### src/hdl/bus_seq_defines.vh
// Constants of the two-wire host bus sequence controller.
// Assumes byte-wide registers placed one per aligned 32-bit word.
// Function
// Start request with both lines high loads baud timer from reload value.
// First timeout drives SDA low only if both lines still high.
// SDA falling while SCL high sets start-seen flag.
// Second timeout clears start request, halts timer, keeps SDA low.
// Target mode: general call address with enable set raises an event; code shifts no bus bits in target mode, only a leftover zero byte fires it.
// Hardware sets ack status: one for no acknowledge, zero for acknowledge.
// Host receive ends with ack value bit sent in ack slot.
// Ack request drives ack sequence with ack value, then self-clears.
// Receive request puts port into byte receive; clear means idle.
// Stop request drives Stop condition, cleared by hardware when done.
// Restart request drives repeated Start, cleared by hardware when done.
// Target mode: start request bit enables clock stretching.
// When busy, request bits and data buffer writes are ignored.
// Software waits for request bit to clear before next request.
// Low line at request or first timeout abandons Start, flags collision.
`ifndef BUS_SEQ_DEFINES_VH
`define BUS_SEQ_DEFINES_VH
`define OFS_CONTROL 8'h00
`define OFS_RELOAD 8'h04
`define OFS_STATUS 8'h08
`define OFS_IRQ_STATUS 8'h0C
`define OFS_IRQ_MASK 8'h10
`define OFS_DATA 8'h14
`define OFS_MODE 8'h18
`define B_START 0
`define B_RESTART 1
`define B_STOP 2
`define B_RECEIVE 3
`define B_ACKSEQ 4
`define B_ACKVAL 5
`define B_ACK_RECEIVED_STATUS 6
`define B_GENERAL_CALL_IRQ_ENABLE 7
`define CONTROL_RESET 8'h00
`define RELOAD_RESET 8'h04
`define EV_START 0
`define EV_COLL 1
`define EV_DONE 2
`define EV_GCALL 3
`define RESP_OKAY 2'b00
`define RESP_SLVERR 2'b10
`endif

### src/hdl/bus_seq_ctrl.v
// Host-mode bus condition controller for a two-wire port, AXI4-Lite registers.
// Assumes open-drain pads outside; scl/sda inputs are asynchronous.
`timescale 1ns/1ps
`include "bus_seq_defines.vh"
module bus_seq_ctrl (
   // Clock and reset
   input wire core_clk_in,
   input wire sys_rst_in,
   // AXI4-Lite write
   input wire [7:0] s_axi_awaddr_in,
   input wire s_axi_awvalid_in,
   output reg s_axi_awready_out,
   input wire [31:0] s_axi_wdata_in,
   input wire [3:0] s_axi_wstrb_in,
   input wire s_axi_wvalid_in,
   output reg s_axi_wready_out,
   output reg [1:0] s_axi_bresp_out,
   output reg s_axi_bvalid_out,
   input wire s_axi_bready_in,
   // AXI4-Lite read
   input wire [7:0] s_axi_araddr_in,
   input wire s_axi_arvalid_in,
   output reg s_axi_arready_out,
   output reg [31:0] s_axi_rdata_out,
   output reg [1:0] s_axi_rresp_out,
   output reg s_axi_rvalid_out,
   input wire s_axi_rready_in,
   // Two-wire bus pins
   input wire scl_in,
   output reg scl_out,
   output reg scl_oe_out,
   input wire sda_in,
   output reg sda_out,
   output reg sda_oe_out,
   // Interrupt
   output reg irq_out
);
   localparam [7:0] S_IDLE = 8'h01;
   localparam [7:0] S_ST1 = 8'h02;
   localparam [7:0] S_ST2 = 8'h04;
   localparam [7:0] S_STOP = 8'h08;
   localparam [7:0] S_RS = 8'h10;
   localparam [7:0] S_RX = 8'h20;
   localparam [7:0] S_ACK = 8'h40;
   localparam [7:0] S_PH = 8'h80;

   reg [1:0] scl_s_q, sda_s_q;
   reg scl_q, sda_q, sda_prev_q;
   reg [7:0] ctrl_q, reload_q, data_q, shift_q, irq_st_q, irq_mask_q;
   reg [7:0] state_q, cnt_q;
   reg [3:0] bit_q;
   reg [1:0] phase_q;
   reg target_q, start_seen_q, drive_sda_low_q, drive_scl_low_q;
   reg [7:0] aw_q, ar_q;
   reg aw_ok_q, w_ok_q;
   reg [31:0] wd_q;
   reg [3:0] ws_q;
   reg [3:0] ev_q;

   // Pin synchronisers
   always @(posedge core_clk_in) begin
      scl_s_q <= {scl_s_q[0], scl_in};
      sda_s_q <= {sda_s_q[0], sda_in};
      scl_q <= scl_s_q[1];
      sda_q <= sda_s_q[1];
      sda_prev_q <= sda_q;
   end

   function is_req;
      input [7:0] v;
      begin
         is_req = |v[`B_ACKSEQ:`B_START];
      end
   endfunction

   wire busy = (state_q != S_IDLE);
   wire start_cond = sda_prev_q & ~sda_q & scl_q;
   wire wr_go = aw_ok_q & w_ok_q & ~s_axi_bvalid_out;
   wire wr_ctl = wr_go & (aw_q == `OFS_CONTROL) & ws_q[0];
   wire tmo = (cnt_q == 8'h00);

   // Write channel capture and response
   always @(posedge core_clk_in) begin
      if (sys_rst_in) begin
         aw_ok_q <= 1'b0;
         w_ok_q <= 1'b0;
         aw_q <= 8'h00;
         wd_q <= 32'h0000_0000;
         ws_q <= 4'h0;
         s_axi_awready_out <= 1'b0;
         s_axi_wready_out <= 1'b0;
         s_axi_bvalid_out <= 1'b0;
         s_axi_bresp_out <= `RESP_OKAY;
      end else begin
         s_axi_awready_out <= ~aw_ok_q & ~s_axi_awready_out & s_axi_awvalid_in;
         s_axi_wready_out <= ~w_ok_q & ~s_axi_wready_out & s_axi_wvalid_in;
         if (s_axi_awvalid_in & s_axi_awready_out) begin
            aw_ok_q <= 1'b1;
            aw_q <= {s_axi_awaddr_in[7:2], 2'b00};
         end
         if (s_axi_wvalid_in & s_axi_wready_out) begin
            w_ok_q <= 1'b1;
            wd_q <= s_axi_wdata_in;
            ws_q <= s_axi_wstrb_in;
         end
         if (wr_go) begin
            aw_ok_q <= 1'b0;
            w_ok_q <= 1'b0;
            s_axi_bvalid_out <= 1'b1;
            s_axi_bresp_out <= (aw_q > `OFS_MODE) ? `RESP_SLVERR : `RESP_OKAY;
         end else if (s_axi_bready_in) begin
            s_axi_bvalid_out <= 1'b0;
         end
      end
   end

   // Read channel
   always @(posedge core_clk_in) begin
      if (sys_rst_in) begin
         s_axi_arready_out <= 1'b0;
         s_axi_rvalid_out <= 1'b0;
         s_axi_rdata_out <= 32'h0000_0000;
         s_axi_rresp_out <= `RESP_OKAY;
         ar_q <= 8'h00;
      end else begin
         s_axi_arready_out <= ~s_axi_arready_out & ~s_axi_rvalid_out & s_axi_arvalid_in;
         if (s_axi_arvalid_in & s_axi_arready_out) begin
            ar_q <= {s_axi_araddr_in[7:2], 2'b00};
            s_axi_rvalid_out <= 1'b1;
            s_axi_rresp_out <= `RESP_OKAY;
            case ({s_axi_araddr_in[7:2], 2'b00})
               `OFS_CONTROL: s_axi_rdata_out <= {24'h00_0000, ctrl_q};
               `OFS_RELOAD: s_axi_rdata_out <= {24'h00_0000, reload_q};
               `OFS_STATUS: s_axi_rdata_out <= {24'h00_0000, state_q != S_IDLE, 5'h00, scl_q, start_seen_q};
               `OFS_IRQ_STATUS: s_axi_rdata_out <= {24'h00_0000, irq_st_q};
               `OFS_IRQ_MASK: s_axi_rdata_out <= {24'h00_0000, irq_mask_q};
               `OFS_DATA: s_axi_rdata_out <= {24'h00_0000, data_q};
               `OFS_MODE: s_axi_rdata_out <= {31'h0000_0000, target_q};
               default: begin
                  s_axi_rdata_out <= 32'h0000_0000;
                  s_axi_rresp_out <= `RESP_SLVERR;
               end
            endcase
         end else if (s_axi_rready_in) begin
            s_axi_rvalid_out <= 1'b0;
         end
      end
   end

   // Sequencer, control register and events
   always @(posedge core_clk_in) begin
      if (sys_rst_in) begin
         ctrl_q <= `CONTROL_RESET;
         reload_q <= `RELOAD_RESET;
         data_q <= 8'h00;
         shift_q <= 8'h00;
         irq_st_q <= 8'h00;
         irq_mask_q <= 8'h00;
         target_q <= 1'b0;
         state_q <= S_IDLE;
         cnt_q <= 8'h00;
         bit_q <= 4'h0;
         phase_q <= 2'b00;
         start_seen_q <= 1'b0;
         drive_sda_low_q <= 1'b0;
         drive_scl_low_q <= 1'b0;
         irq_out <= 1'b0;
         sda_out <= 1'b0;
         sda_oe_out <= 1'b0;
         scl_out <= 1'b0;
         scl_oe_out <= 1'b0;
         ev_q <= 4'h0;
      end else begin
         ev_q <= 4'h0;
         if (start_cond) begin
            start_seen_q <= 1'b1;
            ev_q[`EV_START] <= 1'b1;
         end
         if (wr_go) begin
            case (aw_q)
               `OFS_CONTROL: if (ws_q[0]) begin
                  ctrl_q[`B_GENERAL_CALL_IRQ_ENABLE] <= wd_q[`B_GENERAL_CALL_IRQ_ENABLE];
                  ctrl_q[`B_ACKVAL] <= wd_q[`B_ACKVAL];
                  if (target_q)
                     ctrl_q[`B_START] <= wd_q[`B_START];
                  else if (!busy && !is_req(ctrl_q))
                     ctrl_q[`B_ACKSEQ:`B_START] <= wd_q[`B_ACKSEQ:`B_START];
               end
               `OFS_RELOAD: if (ws_q[0]) reload_q <= wd_q[7:0];
               `OFS_DATA: if (ws_q[0] && !busy) data_q <= wd_q[7:0];
               `OFS_IRQ_MASK: if (ws_q[0]) irq_mask_q <= wd_q[7:0];
               `OFS_MODE: if (ws_q[0] && !busy) target_q <= wd_q[0];
               default: ;
            endcase
         end
         if (cnt_q != 8'h00)
            cnt_q <= cnt_q - 8'h01;
         case (state_q)
            S_IDLE: begin
               if (!target_q && !wr_ctl) begin
                  if (ctrl_q[`B_START]) begin
                     if (sda_q && scl_q) begin
                        cnt_q <= reload_q;
                        start_seen_q <= 1'b0;
                        state_q <= S_ST1;
                     end else begin
                        ctrl_q[`B_START] <= 1'b0;
                        ev_q[`EV_COLL] <= 1'b1;
                     end
                  end else if (ctrl_q[`B_RESTART]) begin
                     drive_sda_low_q <= 1'b0;
                     drive_scl_low_q <= 1'b1;
                     cnt_q <= reload_q;
                     phase_q <= 2'b00;
                     state_q <= S_RS;
                  end else if (ctrl_q[`B_STOP]) begin
                     drive_sda_low_q <= 1'b1;
                     drive_scl_low_q <= 1'b1;
                     cnt_q <= reload_q;
                     phase_q <= 2'b00;
                     state_q <= S_STOP;
                  end else if (ctrl_q[`B_RECEIVE]) begin
                     drive_sda_low_q <= 1'b0;
                     drive_scl_low_q <= 1'b1;
                     cnt_q <= reload_q;
                     bit_q <= 4'h0;
                     state_q <= S_RX;
                  end else if (ctrl_q[`B_ACKSEQ]) begin
                     drive_sda_low_q <= ~ctrl_q[`B_ACKVAL];
                     drive_scl_low_q <= 1'b1;
                     cnt_q <= reload_q;
                     phase_q <= 2'b00;
                     state_q <= S_ACK;
                  end else if (wr_go && aw_q == `OFS_DATA && ws_q[0]) begin
                     shift_q <= wd_q[7:0];
                     drive_sda_low_q <= ~wd_q[7];
                     drive_scl_low_q <= 1'b1;
                     cnt_q <= reload_q;
                     bit_q <= 4'h0;
                     state_q <= S_PH;
                  end
               end
            end
            S_ST1: if (tmo) begin
               if (sda_q && scl_q) begin
                  drive_sda_low_q <= 1'b1;
                  state_q <= S_ST2;
               end else begin
                  ctrl_q[`B_START] <= 1'b0;
                  ev_q[`EV_COLL] <= 1'b1;
                  state_q <= S_IDLE;
               end
            end
            S_ST2: if (start_seen_q && cnt_q == 8'h00 && phase_q == 2'b00) begin
               cnt_q <= reload_q;
               phase_q <= 2'b01;
            end else if (phase_q == 2'b01 && tmo) begin
               ctrl_q[`B_START] <= 1'b0;
               phase_q <= 2'b00;
               ev_q[`EV_DONE] <= 1'b1;
               state_q <= S_IDLE;
            end
            S_STOP, S_RS: if (tmo) begin
               cnt_q <= reload_q;
               phase_q <= phase_q + 2'b01;
               case (phase_q)
                  2'b00: drive_scl_low_q <= 1'b0;
                  2'b01: drive_sda_low_q <= (state_q == S_RS);
                  default: begin
                     if (state_q == S_STOP)
                        ctrl_q[`B_STOP] <= 1'b0;
                     else
                        ctrl_q[`B_RESTART] <= 1'b0;
                     ev_q[`EV_DONE] <= 1'b1;
                     state_q <= S_IDLE;
                  end
               endcase
            end
            S_RX: if (tmo) begin
               cnt_q <= reload_q;
               drive_scl_low_q <= ~drive_scl_low_q;
               if (!drive_scl_low_q) begin
                  shift_q <= {shift_q[6:0], sda_q};
                  bit_q <= bit_q + 4'h1;
                  if (bit_q == 4'h7) begin
                     data_q <= {shift_q[6:0], sda_q};
                     ctrl_q[`B_RECEIVE] <= 1'b0;
                     ev_q[`EV_DONE] <= 1'b1;
                     state_q <= S_IDLE;
                  end
               end
            end
            S_ACK: if (tmo) begin
               cnt_q <= reload_q;
               phase_q <= phase_q + 2'b01;
               case (phase_q)
                  2'b00: drive_scl_low_q <= 1'b0;
                  2'b01: drive_scl_low_q <= 1'b1;
                  default: begin
                     drive_sda_low_q <= 1'b0;
                     ctrl_q[`B_ACKSEQ] <= 1'b0;
                     ev_q[`EV_DONE] <= 1'b1;
                     state_q <= S_IDLE;
                  end
               endcase
            end
            S_PH: if (tmo) begin
               cnt_q <= reload_q;
               drive_scl_low_q <= ~drive_scl_low_q;
               if (!drive_scl_low_q && bit_q == 4'h8) begin
                  ctrl_q[`B_ACK_RECEIVED_STATUS] <= sda_q;
                  ev_q[`EV_DONE] <= 1'b1;
                  state_q <= S_IDLE;
               end else if (!drive_scl_low_q) begin
                  shift_q <= {shift_q[6:0], 1'b0};
                  drive_sda_low_q <= (bit_q != 4'h7) & ~shift_q[6];
                  bit_q <= bit_q + 4'h1;
               end
            end
            default: state_q <= S_IDLE;
         endcase
         // Target mode general call detect in the shift register
         if (target_q && ctrl_q[`B_GENERAL_CALL_IRQ_ENABLE] && start_seen_q && shift_q == 8'h00 && bit_q == 4'h8) begin
            ev_q[`EV_GCALL] <= 1'b1;
            bit_q <= 4'h0;
         end
         // Set wins over write-one-to-clear
         if (wr_go && aw_q == `OFS_IRQ_STATUS && ws_q[0])
            irq_st_q <= (irq_st_q & ~wd_q[7:0]) | {4'h0, ev_q};
         else
            irq_st_q <= irq_st_q | {4'h0, ev_q};
         irq_out <= |((irq_st_q | {4'h0, ev_q}) & irq_mask_q);
         sda_out <= 1'b0;
         scl_out <= 1'b0;
         sda_oe_out <= drive_sda_low_q;
         scl_oe_out <= drive_scl_low_q | (target_q & ctrl_q[`B_START] & start_seen_q);
      end
   end
endmodule // bus_seq_ctrl

### config.mk
export PLATFORM = sky130hd
export DESIGN_NAME = bus_seq_ctrl
export DESIGN_NICKNAME = d
export VERILOG_FILES = /design/src/hdl/bus_seq_ctrl.v
export VERILOG_INCLUDE_DIRS = /design/src /design/src/hdl
export SDC_FILE = /design/constraint.sdc
export NUM_CORES = 1
export LEC_CHECK = 0
export BUFFER_PORTS_ARGS = -buffer_cell sky130_fd_sc_hd__clkbuf_2
export CORE_MARGIN = 2
export CORE_UTILIZATION = 30
export CTS_CLUSTER_SIZE = 25
export DETAILED_ROUTE_END_ITERATION = 16
export HOLD_SLACK_MARGIN = 0.15
export SLEW_MARGIN = 5
export SYNTH_ARGS = -nofsm -noshare
export SYNTH_HDL_FRONTEND = slang
export SYNTH_SLANG_ARGS = --single-unit
### constraint.sdc
create_clock -name core_clk_in -period 2.7 [get_ports core_clk_in]
set_clock_uncertainty 0.1 [all_clocks]
set_input_delay 0.54 -clock core_clk_in [delete_from_list [all_inputs] [get_ports core_clk_in]]
set_output_delay 0.54 -clock core_clk_in [all_outputs]
set_load 0.02 [all_outputs]
==> impl_metrics.ini, run 1 <==
[floorplanning]
die_height_um = 149
start_util_pct = 30.3
rows = 53
die_w_um = 149
coreArea_sq_mm = 0.0208
io-pin-count = 107
die-area_sq_mm = 0.0222

[critical_path]
reg2reg_slack_ns = 0.24
rr_worst_depth = 7
r2r_end = data_q[2]
critical_path_arrival_ns = 2.64
cp.required_ns = 2.88
worstSetupEndpointType = register
r2r-start = cnt_q[1]
start_kind = register
crit_type = register to register
cp_max_fo = 16

[final_layout]
num_antenna_cells = 0
syn_to_final_growth_pct = 19.8
final_cell_mix = dfxtp_1, nor2_1, nand2_1
final_area_sq_mm = 0.00757
num-fill-cells = 2154
nets = 887
multiInputGateArea_sq_mm = 0.00354
drive_gt1_share_pct = 18.2
final_common_cell = dfxtp_1
seqCellArea_sq_mm = 0.00240

[detailed_routing]
topRoutingLayerUsed = met4
wl_met1_um = 8500
avgViaCountPerCell = 5.18
detail-route-antenna-nets = 0
routed_wl_um = 17900
dr.pass1.iters = 5
dr_wl_met3_um = 1340
met2WireLength_um = 7620
drtIter0Drc = 490
post-route-drc-count = 0
via_count = 5747
wire_per_inst_um = 16.2

[status]
outcome = finished, final reports clean

[timing]
finalCritPeriodShare_pct = 91.1
fin_crit_ns = 2.46
finalSetupViolCount = 0
hold_slack_ns = 0.225
worst_pin_slew_ns = 0.647
final_hold_viol_count = 0
grt_setup_unrepaired = no
clock.fmax_mhz = 407
finalSetupTns_ns = 0
relSlewSlack_pct = 56.2
drv_slew = 0

[synthesis]
yosysUniqueCellTypes = 80
synth_edf_count = 0
ys_async_sr_fraction_pct = 0
syn-mean-instance-area_sq_um = 8.29
seq_area_frac_synth_pct = 38.0
synth_ff_type = dfxtp_1
yosysTopAreaCell = dfxtp_1
ys_ff_latch = 120
yosys_warnings = 0
syn_inst = 762
yosys.area.top_type_share_pct = 38.0
synthesis.area_sq_mm = 0.00632
netlist_top_cells_area = dfxtp_1, mux2i_1, nor2_1

[placed_design]
finalWeightedCongestion = 0.933
io_buffer_count = 47
place_hpwl_um = 13300
place_area_sq_mm = 0.00690

[worst_hold_path]
hold_start = scl_s_q[0]
hp-class = register to register
hold_end = scl_s_q[1]
holdPathStages = 0

[cts]
path_clk_slew_ns = 0.06
cts_buffers = 17
cts_tree = yes
cts.sinks = 120
clk_path_buf_depth = 2
ctsHtreeMaxLevel = 4
cts_root_buffer = clkbuf_16
clk_latency_ns = 0.42

[global_route]
grt_pass1_vias = 5362
antenna_found_initial = 0
grt_max_degree = 59
grt_pass1_wl_um = 28100
track_usage_pct = 16.4
gr-total-overflow = 0

[pwr]
vdd_drop_max_v = 0.000452
p_per_area_mw_per_mm2 = 753
power.leakage_nw = 2.94
total_power_mw = 5.70

[flow_run]
timing.max_cap.violations = 0
[registers in the layout, summed over array words and instances, names as in the netlist, 6 cells and up]
name	count
cnt_q	8
s_axi_rdata_out	8
data_q	8
wd_q	8
state_q	8
shift_q	8
reload_q	8
irq_st_q	8
irq_mask_q	8
aw_q	6
ctrl_q	8
[critical path, stage by stage, from the launching register on]
cell and delay, ns:
dfxtp_1 0.33, inv_1 0.06, ha_1 0.15, or4b_4 0.53, nand2b_4 0.25, or4_4 0.65, nor2_1 0.18, a211oi_2 0.06
[logic make-up (layout without fill, tap and decap cells)]
group | Yosys count | after routing | synth area share (%)
flops | 120 | 120 | 38.0
xor+xnor | 5 | 5 | 0.693
compound gates | 186 | 186 | 20.5
simple gates | 307 | 307 | 24.5
buf+inv | 91 | 136 | 7.53
fa+ha+maj | 5 | 5 | 0.990
mux | 47 | 47 | 7.69
other cells | 1 | 28 | 0.0594
[synthesized netlist by cell type (6+ instances only)]
cell type and count:
a211oi_1 9, a211oi_2 6, a21oi_1 58, a22oi_1 12
a2bb2oi_1 6, a31oi_1 10, and3_1 8, buf_2 8
buf_4 29, clkbuf_1 37, dfxtp_1 120, inv_1 12
mux2i_1 44, nand2_1 87, nand2b_1 7, nand3_1 30
nand4_1 12, nor2_1 89, nor2b_1 8, nor3_1 11
nor4b_1 6, o21ai_0 32, or3_1 6
[layout make-up]
| type | count | share of cell area (%) |
|---|---|---|
| timing repair buffer | 92 | 8.00 |
| sequential | 120 | 31.7 |
| tap | 275 | 4.55 |
| multi-input combinational | 578 | 46.8 |
| clock inverter | 10 | 1.87 |
| inverter | 12 | 0.595 |
| clock buffer | 22 | 6.40 |
[per-layer routing]
layer / global-route usage (%) / vias up
met3: 3.82 / 40
li1: - / 2826
met5: 0 / -
met1: 23.0 / 2659
met2: 24.2 / 222
met4: 6.24 / 0
[worst max-delay path by stage]
stage          slack [ns]  startpoint          to
6_report             0.24    cnt_q[1]   data_q[2]
5_1_grt              0.07    cnt_q[1]  state_q[7]
4_1_cts              0.12    cnt_q[1]   data_q[2]
3_5_place_dp         0.13    cnt_q[1]   data_q[2]
3_3_place_gp         0.18    cnt_q[1]   data_q[0]
2_1_floorplan        0.22    cnt_q[0]   data_q[5]
[per-stage QoR]
step	setup WS [ns]	util, %	std cells
final	0.242	36.3	1109
after floorplan	0.223	-	789
after global routing	0.0724	36.3	1109
after detailed placement	0.135	33.1	1073
after global placement	0.176	33.1	1073
after CTS	0.123	36.2	1107
[where the power goes]
part | switching, mW | internal, mW | leakage [nW]
clock network | 0.827 | 1.55 | 0.303
registers | 0.0895 | 1.86 | 0.973
logic | 0.815 | 0.554 | 1.66
[timing repair]
action | 4_1_cts | 5_1_grt
hold endpoints to repair | 2 | 0
setup buffers | 0 | 2
hold buffers | 2 | 0
gates resized for setup | 0 | 2
endpoints found under the setup margin | 0 | 12
Note: power is estimated with default switching activity, not from simulation.
==> inputs of run 2 (changes only) <==
--- a/config.mk
+++ b/config.mk
@@ -8,7 +8,7 @@
 export LEC_CHECK = 0
 export BUFFER_PORTS_ARGS = -buffer_cell sky130_fd_sc_hd__clkbuf_2
 export CORE_MARGIN = 2
-export CORE_UTILIZATION = 30
+export CORE_UTILIZATION = 40
 export CTS_CLUSTER_SIZE = 25
 export DETAILED_ROUTE_END_ITERATION = 16
 export HOLD_SLACK_MARGIN = 0.15
==> run 2 against run 1 <==
Against the previous run: die area decreased by 24%; cell count down 6.1%; register-to-register slack lost 0.06 ns; sequential share of layout area is 0.58 points higher; non-clock buffer count fell by 3; worst setup slack lost 0.056 ns; global-route usage grew 6.2 points; core utilization rose by 12 points; sequential power about the same; maximum frequency down 2.2%; wire length is 2.9% higher; critical path type unchanged; largest cell class unchanged.
==> impl_metrics.ini, run 2 (synthesized netlist as in run 1, its figures left out) <==
[final_layout]
utilization_pct = 48.5
num_antenna_cells = 0
syn_to_final_growth_pct = 17.7
final_cell_mix = dfxtp_1, nor2_1, nand2_1
drive_gt1_share_pct = 17.7
final_area_sq_mm = 0.00743
final_common_cell = dfxtp_1
nets = 884

[critical_path]
worstSetupEndpointType = register
crit_type = register to register
critical_path_arrival_ns = 2.75
slowest_delay_ns = 0.53
critPathTopFamily = simple AND/OR/NAND/NOR gates
path_cells = inv_1 -> ha_1 -> or4b_4 -> nand2b_4 -> buf_4 -> a2111oi_2 -> a31oi_1 -> nand3b_1 -> a21oi_1
cp.required_ns = 2.94
cp_max_fo = 8
cp_slowest_cell = or4b_4
worst-path-buf-inv = 2
start_kind = register

[detailed_routing]
dr.pass1.iters = 5
via_count = 5888
avgViaCountPerCell = 5.66
routed_wl_um = 18500
wire_per_inst_um = 17.7
drtIter0Drc = 539
post-route-drc-count = 0
detail-route-antenna-nets = 0

[placed_design]
place_area_sq_mm = 0.00680
io_buffer_count = 47
finalWeightedCongestion = 0.950
place_hpwl_um = 13600

[timing]
relSlewSlack_pct = 58.8
drv_slew = 0
grt_setup_unrepaired = no
final_hold_viol_count = 0
finalSetupTns_ns = 0
finalSetupViolCount = 0
finalCritPeriodShare_pct = 93.1
worst_pin_slew_ns = 0.603
fin_crit_ns = 2.51
clock.fmax_mhz = 398

[floorplanning]
die_height_um = 130
die-area_sq_mm = 0.0168
io-pin-count = 107
start_util_pct = 41.2
coreArea_sq_mm = 0.0153
die_w_um = 130
rows = 45

[cts]
path_clk_slew_ns = 0.05
cts.sinks = 120
cts_tree = yes
cts_buffers = 17
ctsHtreeMaxLevel = 4
clk_path_buf_depth = 2
cts_root_buffer = clkbuf_16
post_cts_buffers = 0
clk_latency_ns = 0.41

[global_route]
track_usage_pct = 22.6
gr-total-overflow = 0
grt_pass1_wl_um = 29300
antenna_found_initial = 0
grt_max_degree = 39
grt_pass1_vias = 5438

[flow_run]
timing.max_cap.violations = 0

[worst_hold_path]
hp-class = register to register

[pwr]
p_per_area_mw_per_mm2 = 761
power.leakage_nw = 2.92
total_power_mw = 5.65
vdd_drop_max_v = 0.000535

[status]
outcome = finished, final reports clean
run 2: repair_timing:
action | CTS | global route
endpoints found under the hold margin | 2 | 0
resized for setup | 0 | 1
setup endpoints to repair | 0 | 6
hold buffers | 2 | 0
run 2: layer usage:
layer	vias up	global-route usage [%]	wire length [um]
met4	0	8.79	439
met2	276	34.8	8290
li1	2815	-	-
met3	38	4.54	1370
met5	-	0	0
met1	2759	31.1	8370
run 2: final timing paths:
path	from	endpoint	slack (ns)	cells past startpoint
setup / recovery	cnt_q[0]	bit_q[1]	0.19	9
hold / removal	scl_s_q[1]	scl_q	0.23	0
setup reg to reg	cnt_q[0]	bit_q[1]	0.19	9
hold reg to reg	scl_s_q[1]	scl_q	0.23	0
run 2: stage by stage:
stage | instances | setup WS [ns] | hold slack (ns)
finish | 1041 | 0.186 | 0.226
detailed placement | 1008 | 0.151 | 0.212
floorplan | 789 | 0.223 | 0.210
CTS | 1041 | 0.113 | 0.228
global route | 1041 | 0.0193 | 0.232
global placement | 1008 | 0.154 | 0.210
run 2: layout make-up:
type                    count  area [sq um]
inverters                  12          45.0
flip-flops and latches    120          2400
well taps                 211           264
fillers                  1496          7880
clock buffers              23           488
multi-input cells         578          3540
clock inverters             8           119
repair buffers             89           571
run 2: power by group:
part / switching (mW) / leakage [nW] / internal, mW / total (mW)
sequential: 0.0903 / 0.973 / 1.86 / 1.95
clock: 0.768 / 0.303 / 1.54 / 2.31
combinational: 0.846 / 1.65 / 0.548 / 1.39
total: 1.70 / 2.92 / 3.95 / 5.65
==> inputs of run 3 (changes only) <==
--- a/config.mk
+++ b/config.mk
@@ -12,6 +12,7 @@
 export CTS_CLUSTER_SIZE = 25
 export DETAILED_ROUTE_END_ITERATION = 16
 export HOLD_SLACK_MARGIN = 0.15
+export PLACE_DENSITY = 0.69
 export SLEW_MARGIN = 5
 export SYNTH_ARGS = -nofsm -noshare
 export SYNTH_HDL_FRONTEND = slang
==> run 3 against run 2 <==
Against the previous run: core utilization rose by 0.065 points; flip-flop and latch count did not move; global-route usage fell by 1.4 points; critical path type unchanged; critical endpoint is now shift_q[2].
==> impl_metrics.ini, run 3 (synthesized netlist as in run 1, its figures left out) <==
[flow_run]
timing.max_cap.violations = 0

[final_layout]
drive_gt1_share_pct = 17.8
multiInputGateArea_sq_mm = 0.00354
nets = 882
utilization_pct = 48.6
syn_to_final_growth_pct = 17.8
final_cell_mix = dfxtp_1, nor2_1, nand2_1
num_antenna_cells = 0
stdcell_count = 1039
final_common_cell = dfxtp_1
seqCellArea_sq_mm = 0.00240
num-fill-cells = 1528

[critical_path]
cp.required_ns = 2.89
cp_max_fo = 8
cp_slowest_cell = or4b_4
critical_path_arrival_ns = 2.72
path_cells = inv_1 -> ha_1 -> or4b_4 -> o31ai_1 -> o21ai_1 -> a32oi_4 -> buf_12 -> mux2i_1 -> nor2_1
slowest_delay_ns = 0.54
worstSetupEndpointType = register
crit_type = register to register
critPathTopFamily = compound AO/OA/AOI/OAI gates
start_kind = register
worst-path-buf-inv = 2

[global_route]
grt_max_degree = 73
grt_pass1_vias = 5256
antenna_found_initial = 0
grt_pass1_wl_um = 27500
gr-total-overflow = 0
track_usage_pct = 21.1

[cts]
ctsHtreeMaxLevel = 4
cts.sinks = 120
clk_path_buf_depth = 2
clk_latency_ns = 0.42
cts_buffers = 17
path_clk_slew_ns = 0.06
cts_tree = yes
cts_root_buffer = clkbuf_16

[detailed_routing]
routed_wl_um = 17300
drtIter0Drc = 627
wire_per_inst_um = 16.6
detail-route-antenna-nets = 0
post-route-drc-count = 0
dr.pass1.iters = 5
avgViaCountPerCell = 5.59
via_count = 5805

[placed_design]
place_hpwl_um = 12300
finalWeightedCongestion = 0.985
dp_cells = 1006
io_buffer_count = 47

[floorplanning]
io-pin-count = 107
die_w_um = 130
coreArea_sq_mm = 0.0153
die_height_um = 130
die-area_sq_mm = 0.0168
rows = 45
start_util_pct = 41.2

[pwr]
vdd_drop_max_v = 0.000883
p_per_area_mw_per_mm2 = 752
power.leakage_nw = 2.90
total_power_mw = 5.59

[timing]
final_hold_viol_count = 0
finalSetupTns_ns = 0
worst_pin_slew_ns = 0.687
clock.fmax_mhz = 395
finalCritPeriodShare_pct = 93.8
relSlewSlack_pct = 53.5
fin_crit_ns = 2.53
drv_slew = 0
finalSetupViolCount = 0

[worst_hold_path]
hp-class = register to register

[status]
outcome = finished, final reports clean
[run 3: cell types whose count changed in the layout (fill, tap and decap cells not counted), sizes merged]
cell      change
buf           -2
clkbuf        -3
clkinv        -2
clkinvlp      +4
inv           +1
[run 3: per-layer routing]
metal  vias to the layer above  track usage (%)  part of all wire [%]
met1                      2683             29.7                    46
met5                         -                0                     0
li1                       2817                -                     -
met2                       250             30.7                    44
met3                        55             4.71                   6.8
met4                         0             9.74                   3.2
[run 3: repair_timing]
action / in CTS / in global routing
resized for setup: 0 / 3
hold buffers: 2 / 0
endpoints found under the setup margin: 0 / 19
hold endpoints to repair: 2 / 0
setup buffers: 0 / 0
[run 3: final timing paths]
path / startpoint / end / slack (ns) / depth (start not counted)
setup / recovery: cnt_q[0] / shift_q[2] / 0.17 / 9
hold / removal: scl_s_q[1] / scl_q / 0.22 / 0
setup reg to reg: cnt_q[0] / shift_q[2] / 0.17 / 9
hold reg to reg: scl_s_q[1] / scl_q / 0.22 / 0
[run 3: cell type report]
cell class                 instances  area share, %
clock inverter                    11           1.98
timing repair buffer              87           7.80
multi-input combinational        578           47.6
sequential                       120           32.3
clock buffer                      20           6.14
inverter                          12          0.605
tap                              211           3.55
[run 3: metrics by stage]
step                hold WS (ns)  worst slack [ns]  area (sq um)
floorplan                  0.210             0.223          6420
global placement           0.210             0.177          6810
detailed placement         0.212             0.148          6810
CTS                        0.224             0.124          7440
global route               0.228          -0.00439          7440
finish                     0.224             0.166          7440
[run 3: power breakdown]
part	leakage [nW]	switching [mW]	internal (mW)
Clock	0.285	0.798	1.49
Combinational	1.65	0.817	0.534
Sequential	0.974	0.0908	1.86
